<file path="config.mk">
export PLATFORM = sky130hd
export DESIGN_NAME = proximity_measure_ctrl
export DESIGN_NICKNAME = d
export VERILOG_FILES = /design/src/prox_pkg.sv /design/src/measure_engine.sv /design/src/proximity_measure_ctrl.sv
export SDC_FILE = /design/constraint.sdc
export NUM_CORES = 1
export LEC_CHECK = 0
export BUFFER_PORTS_ARGS = -buffer_cell sky130_fd_sc_hd__buf_2
export CORE_MARGIN = 2
export CORE_UTILIZATION = 45
export CTS_CLUSTER_SIZE = 8
export DETAILED_ROUTE_END_ITERATION = 7
export HOLD_SLACK_MARGIN = 0.06
export PLACE_DENSITY_LB_ADDON = 0.12
export REMOVE_ABC_BUFFERS = 1
export SYNTH_ARGS = -nofsm -noshare
export SYNTH_HDL_FRONTEND = slang
export SYNTH_HIERARCHICAL = 1
export SYNTH_SLANG_ARGS = --single-unit
</file>
<file path="constraint.sdc">
create_clock -name clock -period 31.5 [get_ports clock]
set_input_delay 4.725 -clock clock [delete_from_list [all_inputs] [get_ports clock]]
set_output_delay 4.725 -clock clock [all_outputs]
set_load 0.02 [all_outputs]
</file>
<file path="src/prox_pkg.sv">
// Constants, register map and state types for the proximity measurement control block.
// Assumes a 40 MHz core clock and a serial slave front end that decodes byte accesses.
// Behaviour
// LED pulse count per illumination phase follows the programmed integration time.
// LED modulation period stays 1.5 us for every integration setting.
// Integration code in config bits 2:0, reset 011, selects 150 to 4800 us.
// Config bit 5 enables threshold hysteresis, reset 0; the code applies it only while auto_clear is high.
// Config bit 4 picks the hysteresis threshold: 1 upper, 0 lower; reset 0.
// Repeat wait is field times 10 ms plus 10 ms; 7-bit field resets to 0x04.
// Control bit 1 set keeps starting cycles separated by the interval wait.
// Control bit 0 triggers one cycle and clears itself when single-shot completes.
// LED driver and receiver switch off as soon as each measurement ends.
// Status bit 4 shows the interrupt output state, reset 0.
// Without auto clear, reading status also clears the pending interrupt.
// Status bit 1 flags a result above the upper limit, reset 0.
// Status bit 0 flags a result below the lower limit, reset 0.
// Result stored as high byte at 0x41, low byte at 0x42, reset 0x00.
// Result bytes stay frozen from read start until the bus stop.
// Stop ending a control write starts the next measurement cycle.
// Result is lit sample minus dark sample, kept as 16 bits.
// Upper-trigger hysteresis raises on upper crossing, clears on reaching lower value.
// Clearing repeat lets the current cycle finish, then the block goes idle.
// Don't-care bits ignore writes and read back as zero.
package prox_pkg;
  localparam int CLOCK_NS = 25;
  localparam int LED_PERIOD_NS = 1500;
  localparam int LED_HALF_CYCLES = LED_PERIOD_NS / CLOCK_NS / 2;
  localparam int SETTLE_CYCLES = 8;
  localparam int WAIT_UNIT_MS = 10;
  localparam int WAIT_UNIT_CYCLES = WAIT_UNIT_MS * 1000000 / CLOCK_NS;
  localparam int ITIME_US [8] = '{150, 300, 600, 1200, 1800, 2400, 3600, 4800};

  localparam logic [7:0] CONFIG_OFFSET = 8'h15;
  localparam logic [7:0] WAIT_OFFSET = 8'h16;
  localparam logic [7:0] CONTROL_OFFSET = 8'h17;
  localparam logic [7:0] STATUS_OFFSET = 8'h40;
  localparam logic [7:0] RESULT_HIGH_OFFSET = 8'h41;
  localparam logic [7:0] RESULT_LOW_OFFSET = 8'h42;

  localparam int ITIME_MSB = 2;
  localparam int HYST_TRIG_BIT = 4;
  localparam int HYST_EN_BIT = 5;
  localparam int WAIT_MSB = 6;
  localparam int ONESHOT_BIT = 0;
  localparam int REPEAT_BIT = 1;
  localparam int ST_LOW_BIT = 0;
  localparam int ST_HIGH_BIT = 1;
  localparam int ST_IRQ_BIT = 4;

  localparam logic [2:0] ITIME_RESET = 3'h3;
  localparam logic [6:0] WAIT_RESET = 7'h04;
  localparam logic [15:0] RESULT_RESET = 16'h0000;

  typedef enum logic [1:0] {CTL_IDLE, CTL_MEASURE, CTL_WAIT} ctl_e;
  typedef enum logic [1:0] {ENG_IDLE, ENG_SETTLE, ENG_LIT, ENG_DARK} eng_e;

  // Pulses per phase = integration time / modulation period
  function automatic logic [11:0] pulses_for(input logic [2:0] code);
    pulses_for = 12'(ITIME_US[code] * 1000 / LED_PERIOD_NS);
  endfunction : pulses_for
endpackage : prox_pkg

</file>
<file path="src/measure_engine.sv">
// Measurement sequencer: receiver power-up, LED modulation, lit/dark accumulation.
// Assumes sense_level is the front end's conversion, valid at the end of each half period.
`timescale 1ns/1ps
module measure_engine
  import prox_pkg::*;
(
  input wire logic clock,
  input wire logic nrst,
  input wire logic start,
  input wire logic [11:0] pulse_count,
  input wire logic [15:0] sense_level,
  output logic led_drive,
  output logic rx_power,
  output logic done,
  output logic [15:0] result
);
  // Delay from the second lit sample to the first dark one
  localparam int HALF_LAST = LED_HALF_CYCLES - 1;
  eng_e state;
  logic [5:0] cnt;
  logic [11:0] pulses_left;
  logic [15:0] lit_sum;
  logic [15:0] dark_sum;

  // Sequencer; sums wrap at 16 bits like the stored result
  always_ff @(posedge clock or negedge nrst) begin
    if (!nrst) begin
      state <= ENG_IDLE;
      cnt <= '0;
      pulses_left <= '0;
      lit_sum <= '0;
      dark_sum <= '0;
      led_drive <= 1'b0;
      rx_power <= 1'b0;
      done <= 1'b0;
      result <= RESULT_RESET;
    end else begin
      done <= 1'b0;
      cnt <= cnt + 6'd1;
      case (state)
        ENG_IDLE: begin
          if (start) begin
            state <= ENG_SETTLE;
            rx_power <= 1'b1;
            pulses_left <= pulse_count;
            cnt <= '0;
          end
        end
        ENG_SETTLE: begin
          if (cnt == 6'(SETTLE_CYCLES - 1)) begin
            state <= ENG_LIT;
            led_drive <= 1'b1;
            lit_sum <= '0;
            dark_sum <= '0;
            cnt <= '0;
          end
        end
        ENG_LIT: begin
          if (cnt == 6'(LED_HALF_CYCLES - 1)) begin
            lit_sum <= lit_sum + sense_level;
            led_drive <= 1'b0;
            state <= ENG_DARK;
            cnt <= '0;
          end
        end
        ENG_DARK: begin
          if (cnt == 6'(LED_HALF_CYCLES - 1)) begin
            dark_sum <= dark_sum + sense_level;
            cnt <= '0;
            pulses_left <= pulses_left - 12'd1;
            if (pulses_left <= 12'd1) begin
              // Power drops in the same edge the result lands
              result <= lit_sum - (dark_sum + sense_level);
              done <= 1'b1;
              rx_power <= 1'b0;
              state <= ENG_IDLE;
            end else begin
              led_drive <= 1'b1;
              state <= ENG_LIT;
            end
          end
        end
        default: state <= ENG_IDLE;
      endcase
    end
  end
endmodule : measure_engine

</file>
<file path="src/proximity_measure_ctrl.sv">
// Control, status and result registers of the proximity measurement block.
// Assumes a serial slave front end that delivers byte reads, byte writes and bus stop.
`timescale 1ns/1ps
module proximity_measure_ctrl
  import prox_pkg::*;
#(
  parameter int WAIT_UNIT = WAIT_UNIT_CYCLES
) (
  input wire logic clock,
  input wire logic nrst,
  input wire logic [7:0] reg_addr,
  input wire logic reg_wr,
  input wire logic [7:0] reg_wdata,
  input wire logic reg_rd,
  input wire logic read_begin,
  input wire logic bus_stop,
  input wire logic auto_clear,
  input wire logic [15:0] upper_limit,
  input wire logic [15:0] lower_limit,
  input wire logic [15:0] sense_level,
  output logic [7:0] reg_rdata,
  output logic irq_out,
  output logic led_drive,
  output logic rx_power
);
  if (WAIT_UNIT < 1 || WAIT_UNIT > 2 ** 30) begin : bad_wait_unit
    $error("WAIT_UNIT must lie between 1 and 2**30");
  end

  logic [2:0] itime;
  logic hyst_en;
  logic hyst_trig;
  logic [6:0] wait_val;
  logic single_run;
  logic continuous_run;
  logic ctrl_written;
  logic high_crossing_flag;
  logic low_crossing_flag;
  logic [15:0] proximity_result;
  logic [15:0] pending_result;
  logic pending_valid;
  logic locked;
  ctl_e state;
  logic [29:0] unit_cnt;
  logic [6:0] slot_cnt;
  logic eng_start;
  logic eng_done;
  logic [15:0] eng_result;
  logic ctrl_wr;
  logic status_rd;
  logic rd_clear;
  logic above;
  logic below;

  // Access decode
  assign ctrl_wr = reg_wr && reg_addr == CONTROL_OFFSET;
  assign status_rd = reg_rd && reg_addr == STATUS_OFFSET;
  assign rd_clear = status_rd && !auto_clear;
  assign above = eng_result > upper_limit;
  assign below = eng_result < lower_limit;

  // Configuration and interval; unused bits dropped on write
  always_ff @(posedge clock or negedge nrst) begin
    if (!nrst) begin
      itime <= ITIME_RESET;
      hyst_en <= 1'b0;
      hyst_trig <= 1'b0;
      wait_val <= WAIT_RESET;
    end else if (reg_wr && reg_addr == CONFIG_OFFSET) begin
      itime <= reg_wdata[ITIME_MSB:0];
      hyst_en <= reg_wdata[HYST_EN_BIT];
      hyst_trig <= reg_wdata[HYST_TRIG_BIT];
    end else if (reg_wr && reg_addr == WAIT_OFFSET) begin
      wait_val <= reg_wdata[WAIT_MSB:0];
    end
  end

  // Control bits; a host write in the completion cycle overrides the self-clear
  always_ff @(posedge clock or negedge nrst) begin
    if (!nrst) begin
      single_run <= 1'b0;
      continuous_run <= 1'b0;
    end else if (ctrl_wr) begin
      single_run <= reg_wdata[ONESHOT_BIT];
      continuous_run <= reg_wdata[REPEAT_BIT];
    end else if (eng_done && !continuous_run) begin
      single_run <= 1'b0;
    end
  end

  // Remember a control write until the stop that closes it
  always_ff @(posedge clock or negedge nrst) begin
    if (!nrst) begin
      ctrl_written <= 1'b0;
    end else if (ctrl_wr) begin
      ctrl_written <= 1'b1;
    end else if (bus_stop) begin
      ctrl_written <= 1'b0;
    end
  end

  // Interval timer: (wait_val + 1) units of 10 ms
  always_ff @(posedge clock or negedge nrst) begin
    if (!nrst) begin
      unit_cnt <= '0;
      slot_cnt <= '0;
    end else if (state != CTL_WAIT) begin
      unit_cnt <= '0;
      slot_cnt <= '0;
    end else if (unit_cnt == 30'(WAIT_UNIT - 1)) begin
      unit_cnt <= '0;
      slot_cnt <= slot_cnt + 7'd1;
    end else begin
      unit_cnt <= unit_cnt + 30'd1;
    end
  end

  // Sequencing of cycles; engine start is a one-cycle request
  always_comb begin
    eng_start = 1'b0;
    case (state)
      CTL_IDLE: eng_start = bus_stop && ctrl_written && (single_run || continuous_run);
      CTL_WAIT: eng_start = continuous_run && slot_cnt == wait_val && unit_cnt == 30'(WAIT_UNIT - 1);
      default: eng_start = 1'b0;
    endcase
  end

  always_ff @(posedge clock or negedge nrst) begin
    if (!nrst) begin
      state <= CTL_IDLE;
    end else begin
      case (state)
        CTL_IDLE: begin
          if (eng_start) begin
            state <= CTL_MEASURE;
          end
        end
        CTL_MEASURE: begin
          if (eng_done) begin
            state <= continuous_run ? CTL_WAIT : CTL_IDLE;
          end
        end
        CTL_WAIT: begin
          if (!continuous_run) begin
            state <= CTL_IDLE;
          end else if (eng_start) begin
            state <= CTL_MEASURE;
          end
        end
        default: state <= CTL_IDLE;
      endcase
    end
  end

  measure_engine engine (
    .clock(clock),
    .nrst(nrst),
    .start(eng_start),
    .pulse_count(pulses_for(itime)),
    .sense_level(sense_level),
    .led_drive(led_drive),
    .rx_power(rx_power),
    .done(eng_done),
    .result(eng_result)
  );

  // Read lock: held from read start to stop
  always_ff @(posedge clock or negedge nrst) begin
    if (!nrst) begin
      locked <= 1'b0;
    end else if (read_begin) begin
      locked <= 1'b1;
    end else if (bus_stop) begin
      locked <= 1'b0;
    end
  end

  // Result store; a result finishing under lock waits in a holding register
  always_ff @(posedge clock or negedge nrst) begin
    if (!nrst) begin
      proximity_result <= RESULT_RESET;
      pending_result <= RESULT_RESET;
      pending_valid <= 1'b0;
    end else if (eng_done) begin
      if (locked || read_begin) begin
        pending_result <= eng_result;
        pending_valid <= 1'b1;
      end else begin
        proximity_result <= eng_result;
        pending_valid <= 1'b0;
      end
    end else if (pending_valid && !locked && !read_begin) begin
      proximity_result <= pending_result;
      pending_valid <= 1'b0;
    end
  end

  // Interrupt state; a crossing in the read-clear cycle is kept
  always_ff @(posedge clock or negedge nrst) begin
    if (!nrst) begin
      irq_out <= 1'b0;
      high_crossing_flag <= 1'b0;
      low_crossing_flag <= 1'b0;
    end else if (eng_done && auto_clear && hyst_en) begin
      if (hyst_trig) begin
        if (above) begin
          irq_out <= 1'b1;
          high_crossing_flag <= 1'b1;
        end else if (eng_result <= lower_limit) begin
          irq_out <= 1'b0;
          high_crossing_flag <= 1'b0;
          low_crossing_flag <= 1'b0;
        end
      end else begin
        if (below) begin
          irq_out <= 1'b1;
          low_crossing_flag <= 1'b1;
        end else if (eng_result >= upper_limit) begin
          irq_out <= 1'b0;
          high_crossing_flag <= 1'b0;
          low_crossing_flag <= 1'b0;
        end
      end
    end else if (eng_done && auto_clear) begin
      irq_out <= above || below;
      high_crossing_flag <= above;
      low_crossing_flag <= below;
    end else if (eng_done) begin
      irq_out <= (irq_out && !rd_clear) || above || below;
      high_crossing_flag <= (high_crossing_flag && !rd_clear) || above;
      low_crossing_flag <= (low_crossing_flag && !rd_clear) || below;
    end else if (rd_clear) begin
      irq_out <= 1'b0;
      high_crossing_flag <= 1'b0;
      low_crossing_flag <= 1'b0;
    end
  end

  // Read data, loaded on the read strobe; unused bits read zero
  always_ff @(posedge clock or negedge nrst) begin
    if (!nrst) begin
      reg_rdata <= 8'h00;
    end else if (reg_rd) begin
      case (reg_addr)
        CONFIG_OFFSET: reg_rdata <= {2'b00, hyst_en, hyst_trig, 1'b0, itime};
        WAIT_OFFSET: reg_rdata <= {1'b0, wait_val};
        CONTROL_OFFSET: reg_rdata <= {6'h00, continuous_run, single_run};
        STATUS_OFFSET: reg_rdata <= {3'h0, irq_out, 2'h0, high_crossing_flag, low_crossing_flag};
        RESULT_HIGH_OFFSET: reg_rdata <= proximity_result[15:8];
        RESULT_LOW_OFFSET: reg_rdata <= proximity_result[7:0];
        default: reg_rdata <= 8'h00;
      endcase
    end
  end
endmodule : proximity_measure_ctrl

</file>
==> results.py <==
metrics = {
    "run_status": {
        "outcome": "completed",
    },
    "global_routing": {
        "grt_usage": 0.2575,
        "grt_pass1_wl_um": 108700,
        "grt_remaining_overflow": 0,
        "antenna_found_initial": 1,
        "grt_start_max_net_pins": 73,
        "grt_pass1_vias": 20660,
    },
    "logic_synthesis": {
        "yosysWarnings": 6,
        "synth_edf_count": 0,
        "postSynthCellCount": 2886,
        "synth_top_area_share": 0.1858,
        "yosys.area.top_type": "dfrtp_1",
        "syn_avg_cell_area_um2": 7.792,
        "synth-seq-area-share": 0.1893,
        "async_flop_share": 1.000,
        "netlist_top_cells_area": "dfrtp_1 (19%), ha_1 (7.6%), xnor2_1 (5.0%), nor2_1 (4.1%), nand2_1 (4.1%)",
        "ys_types": 140,
        "synth.cell_area_um2": 22490,
        "ys_seq_elements": 170,
        "ys.flop_type": "dfrtp_1",
    },
    "clocking": {
        "cts_root_buffer": "clkbuf_16",
        "cts_tree": "done",
        "ctsResizeCount": 0,
        "clk_latency_ps": 450,
        "clk_pin_slew_ps": 60,
        "hold_buffers": 0,
        "cts_made_buffers": 17,
        "htree_levels": 4,
        "cts_sinks": 170,
        "cts_buffer_depth": 2,
        "postCtsSetupBuffers": 0,
    },
    "timing": {
        "worst_pin_slew_ps": 1355,
        "finalHoldViolCount": 0,
        "grt_setup_unrepaired": "false",
        "hold_slack_ps": 485.3,
        "period_minus_slack_ps": 25850,
        "final-setup-viol-count": 0,
        "max_slew_margin": 0.07342,
        "fin_setup_tns_ps": 0,
        "clock.fmax_mhz": 38.68,
        "slew_violations": 0,
        "period_share": 0.8208,
        "final.setup_skew_ps": 9.908,
    },
    "placement": {
        "place_congestion": 0.8875,
        "port_buffers": 80,
        "dpl.hpwl_um": 53510,
        "dp_cells": 3545,
    },
    "worst_setup_path": {
        "crit_end": "engine/pulses_left[0]",
        "required_ps": 31880,
        "cp-end-kind": "flop",
        "r2r_cells": 88,
        "arrival_ps": 26230,
        "reg2reg_slack_ps": 5650,
        "reg2reg_from": "itime[1]",
        "cp-start-kind": "flop",
        "r2r-end": "engine/pulses_left[0]",
        "cp_max_fo": 22,
        "critical_path.max_stage_delay_ps": 880,
        "critPathLaunch": "itime[1]",
        "crit_slowest_cell": "a2111oi_2",
        "cpMostUsedCell": "inv_1",
        "criticalPathCategory": "reg2reg",
    },
    "finish": {
        "fin_nets": 3131,
        "area_growth_pct": 6.749,
        "drive_above_1_share": 0.1116,
        "final_core_util": 0.4884,
        "num_antenna_cells": 0,
        "layout_commonest_cell": "nor2_1",
        "fin_cells": 3577,
        "final_cell_mix": "nor2_1 (247), nand2_1 (246), a21oi_1 (183)",
    },
    "drt": {
        "via_count": 22360,
        "viasPerCell": 6.252,
        "drt-total-wl_um": 68180,
        "drc": 0,
        "ant_nets": 0,
        "wl_per_cell_um": 19.06,
        "drt_first_pass_iters": 6,
        "drt-initial-drc-count": 1760,
    },
    "floorplanning": {
        "pin_count": 82,
        "core-area_um2": 49150,
        "die_h_um": 227.6,
        "die_w_um": 227.6,
        "initial_core_util": 0.4575,
        "die-area_um2": 51780,
        "rows": 81,
    },
    "flow_run": {
        "maxCapViolations": 0,
    },
    "hold_path": {
        "hp-class": "reg2reg",
    },
}
==> synthesized netlist by cell type, drive strengths merged (41+ instances only) <==
cell type	instances
o21ai	199
nand3	123
nand2b	41
a21o	49
clkbuf	65
mux2i	51
xor2	61
xnor2	129
inv	145
buf	42
nor3	100
a211oi	47
nor2	253
nand2	248
dfrtp	167
a21oi	187
o211ai	51
a31oi	47
ha	136
nand4	58
==> registers in the layout (all words and copies together), names as in the netlist, 8 cells and up <==
register	cells
unit_cnt	30
engine/result	16
reg_rdata	8
engine/dark_sum	16
engine/pulses_left	12
engine/lit_sum	16
pending_result	16
proximity_result	16
==> how the worst min path moves through the flow <==
stage / depth (start not counted) / from / endpoint
floorplan: 1 / unit_cnt[0] / unit_cnt[0]
global placement: 2 / pending_result[0] / pending_result[0]
detailed placement: 2 / engine/pulses_left[10] / engine/pulses_left[10]
CTS: 2 / engine/pulses_left[10] / engine/pulses_left[10]
global route: 1 / unit_cnt[0] / unit_cnt[0]
finish: 2 / engine/pulses_left[10] / engine/pulses_left[10]
==> cell families (layout without fill, tap and decap cells) <==
group                    Yosys count  after routing  share of synthesized area
AO/OA/AOI/OAI                    926            926                     0.2968
adder cells (fa/ha/maj)          165            165                    0.09942
multiplexers                      91             91                    0.04290
flip-flops                       170            170                     0.1893
buffers and inverters            253            280                    0.04551
XOR/XNOR                         192            192                    0.07739
AND/OR/NAND/NOR                 1089           1089                     0.2486
==> routing by layer <==
metal,routed length [µm],global-route usage,up-vias
li1,-,-,10890
met1,32770,0.3682,10790
met2,31310,0.4164,603
met3,2970,0.02865,79
met4,1105,0.05714,2
met5,13,0,-
==> stage by stage <==
step                setup slack (ps)  area, µm²
CTS                             5980      24010
global route                    3441      24010
global placement                6375      23420
finish                          5646      24010
floorplan                       9887      22010
detailed placement              6077      23420
==> cell type report <==
type / instances / area, µm²
Multi-Input combinational cell: 2463 / 17210
Tap cell: 664 / 830.8
Sequential cell: 170 / 4258
Clock buffer: 18 / 439.2
Fill cell: 4878 / 25150
Inverter: 146 / 548.0
Clock inverter: 14 / 146.4
Timing Repair Buffer: 102 / 571.8
==> critical path, delay by kind of cell, from the launching register on <==
family,cells,cell delay (ps)
mux,5,1640
flops,1,770
simple gates,28,6840
buf+inv,15,2800
compound gates,25,8000
fa+ha+maj,11,4270
xor+xnor,4,1370
Power is left out: the tool's default activity adds up to more than one toggle a clock period on the data nets, which glitch-free logic cannot reach.
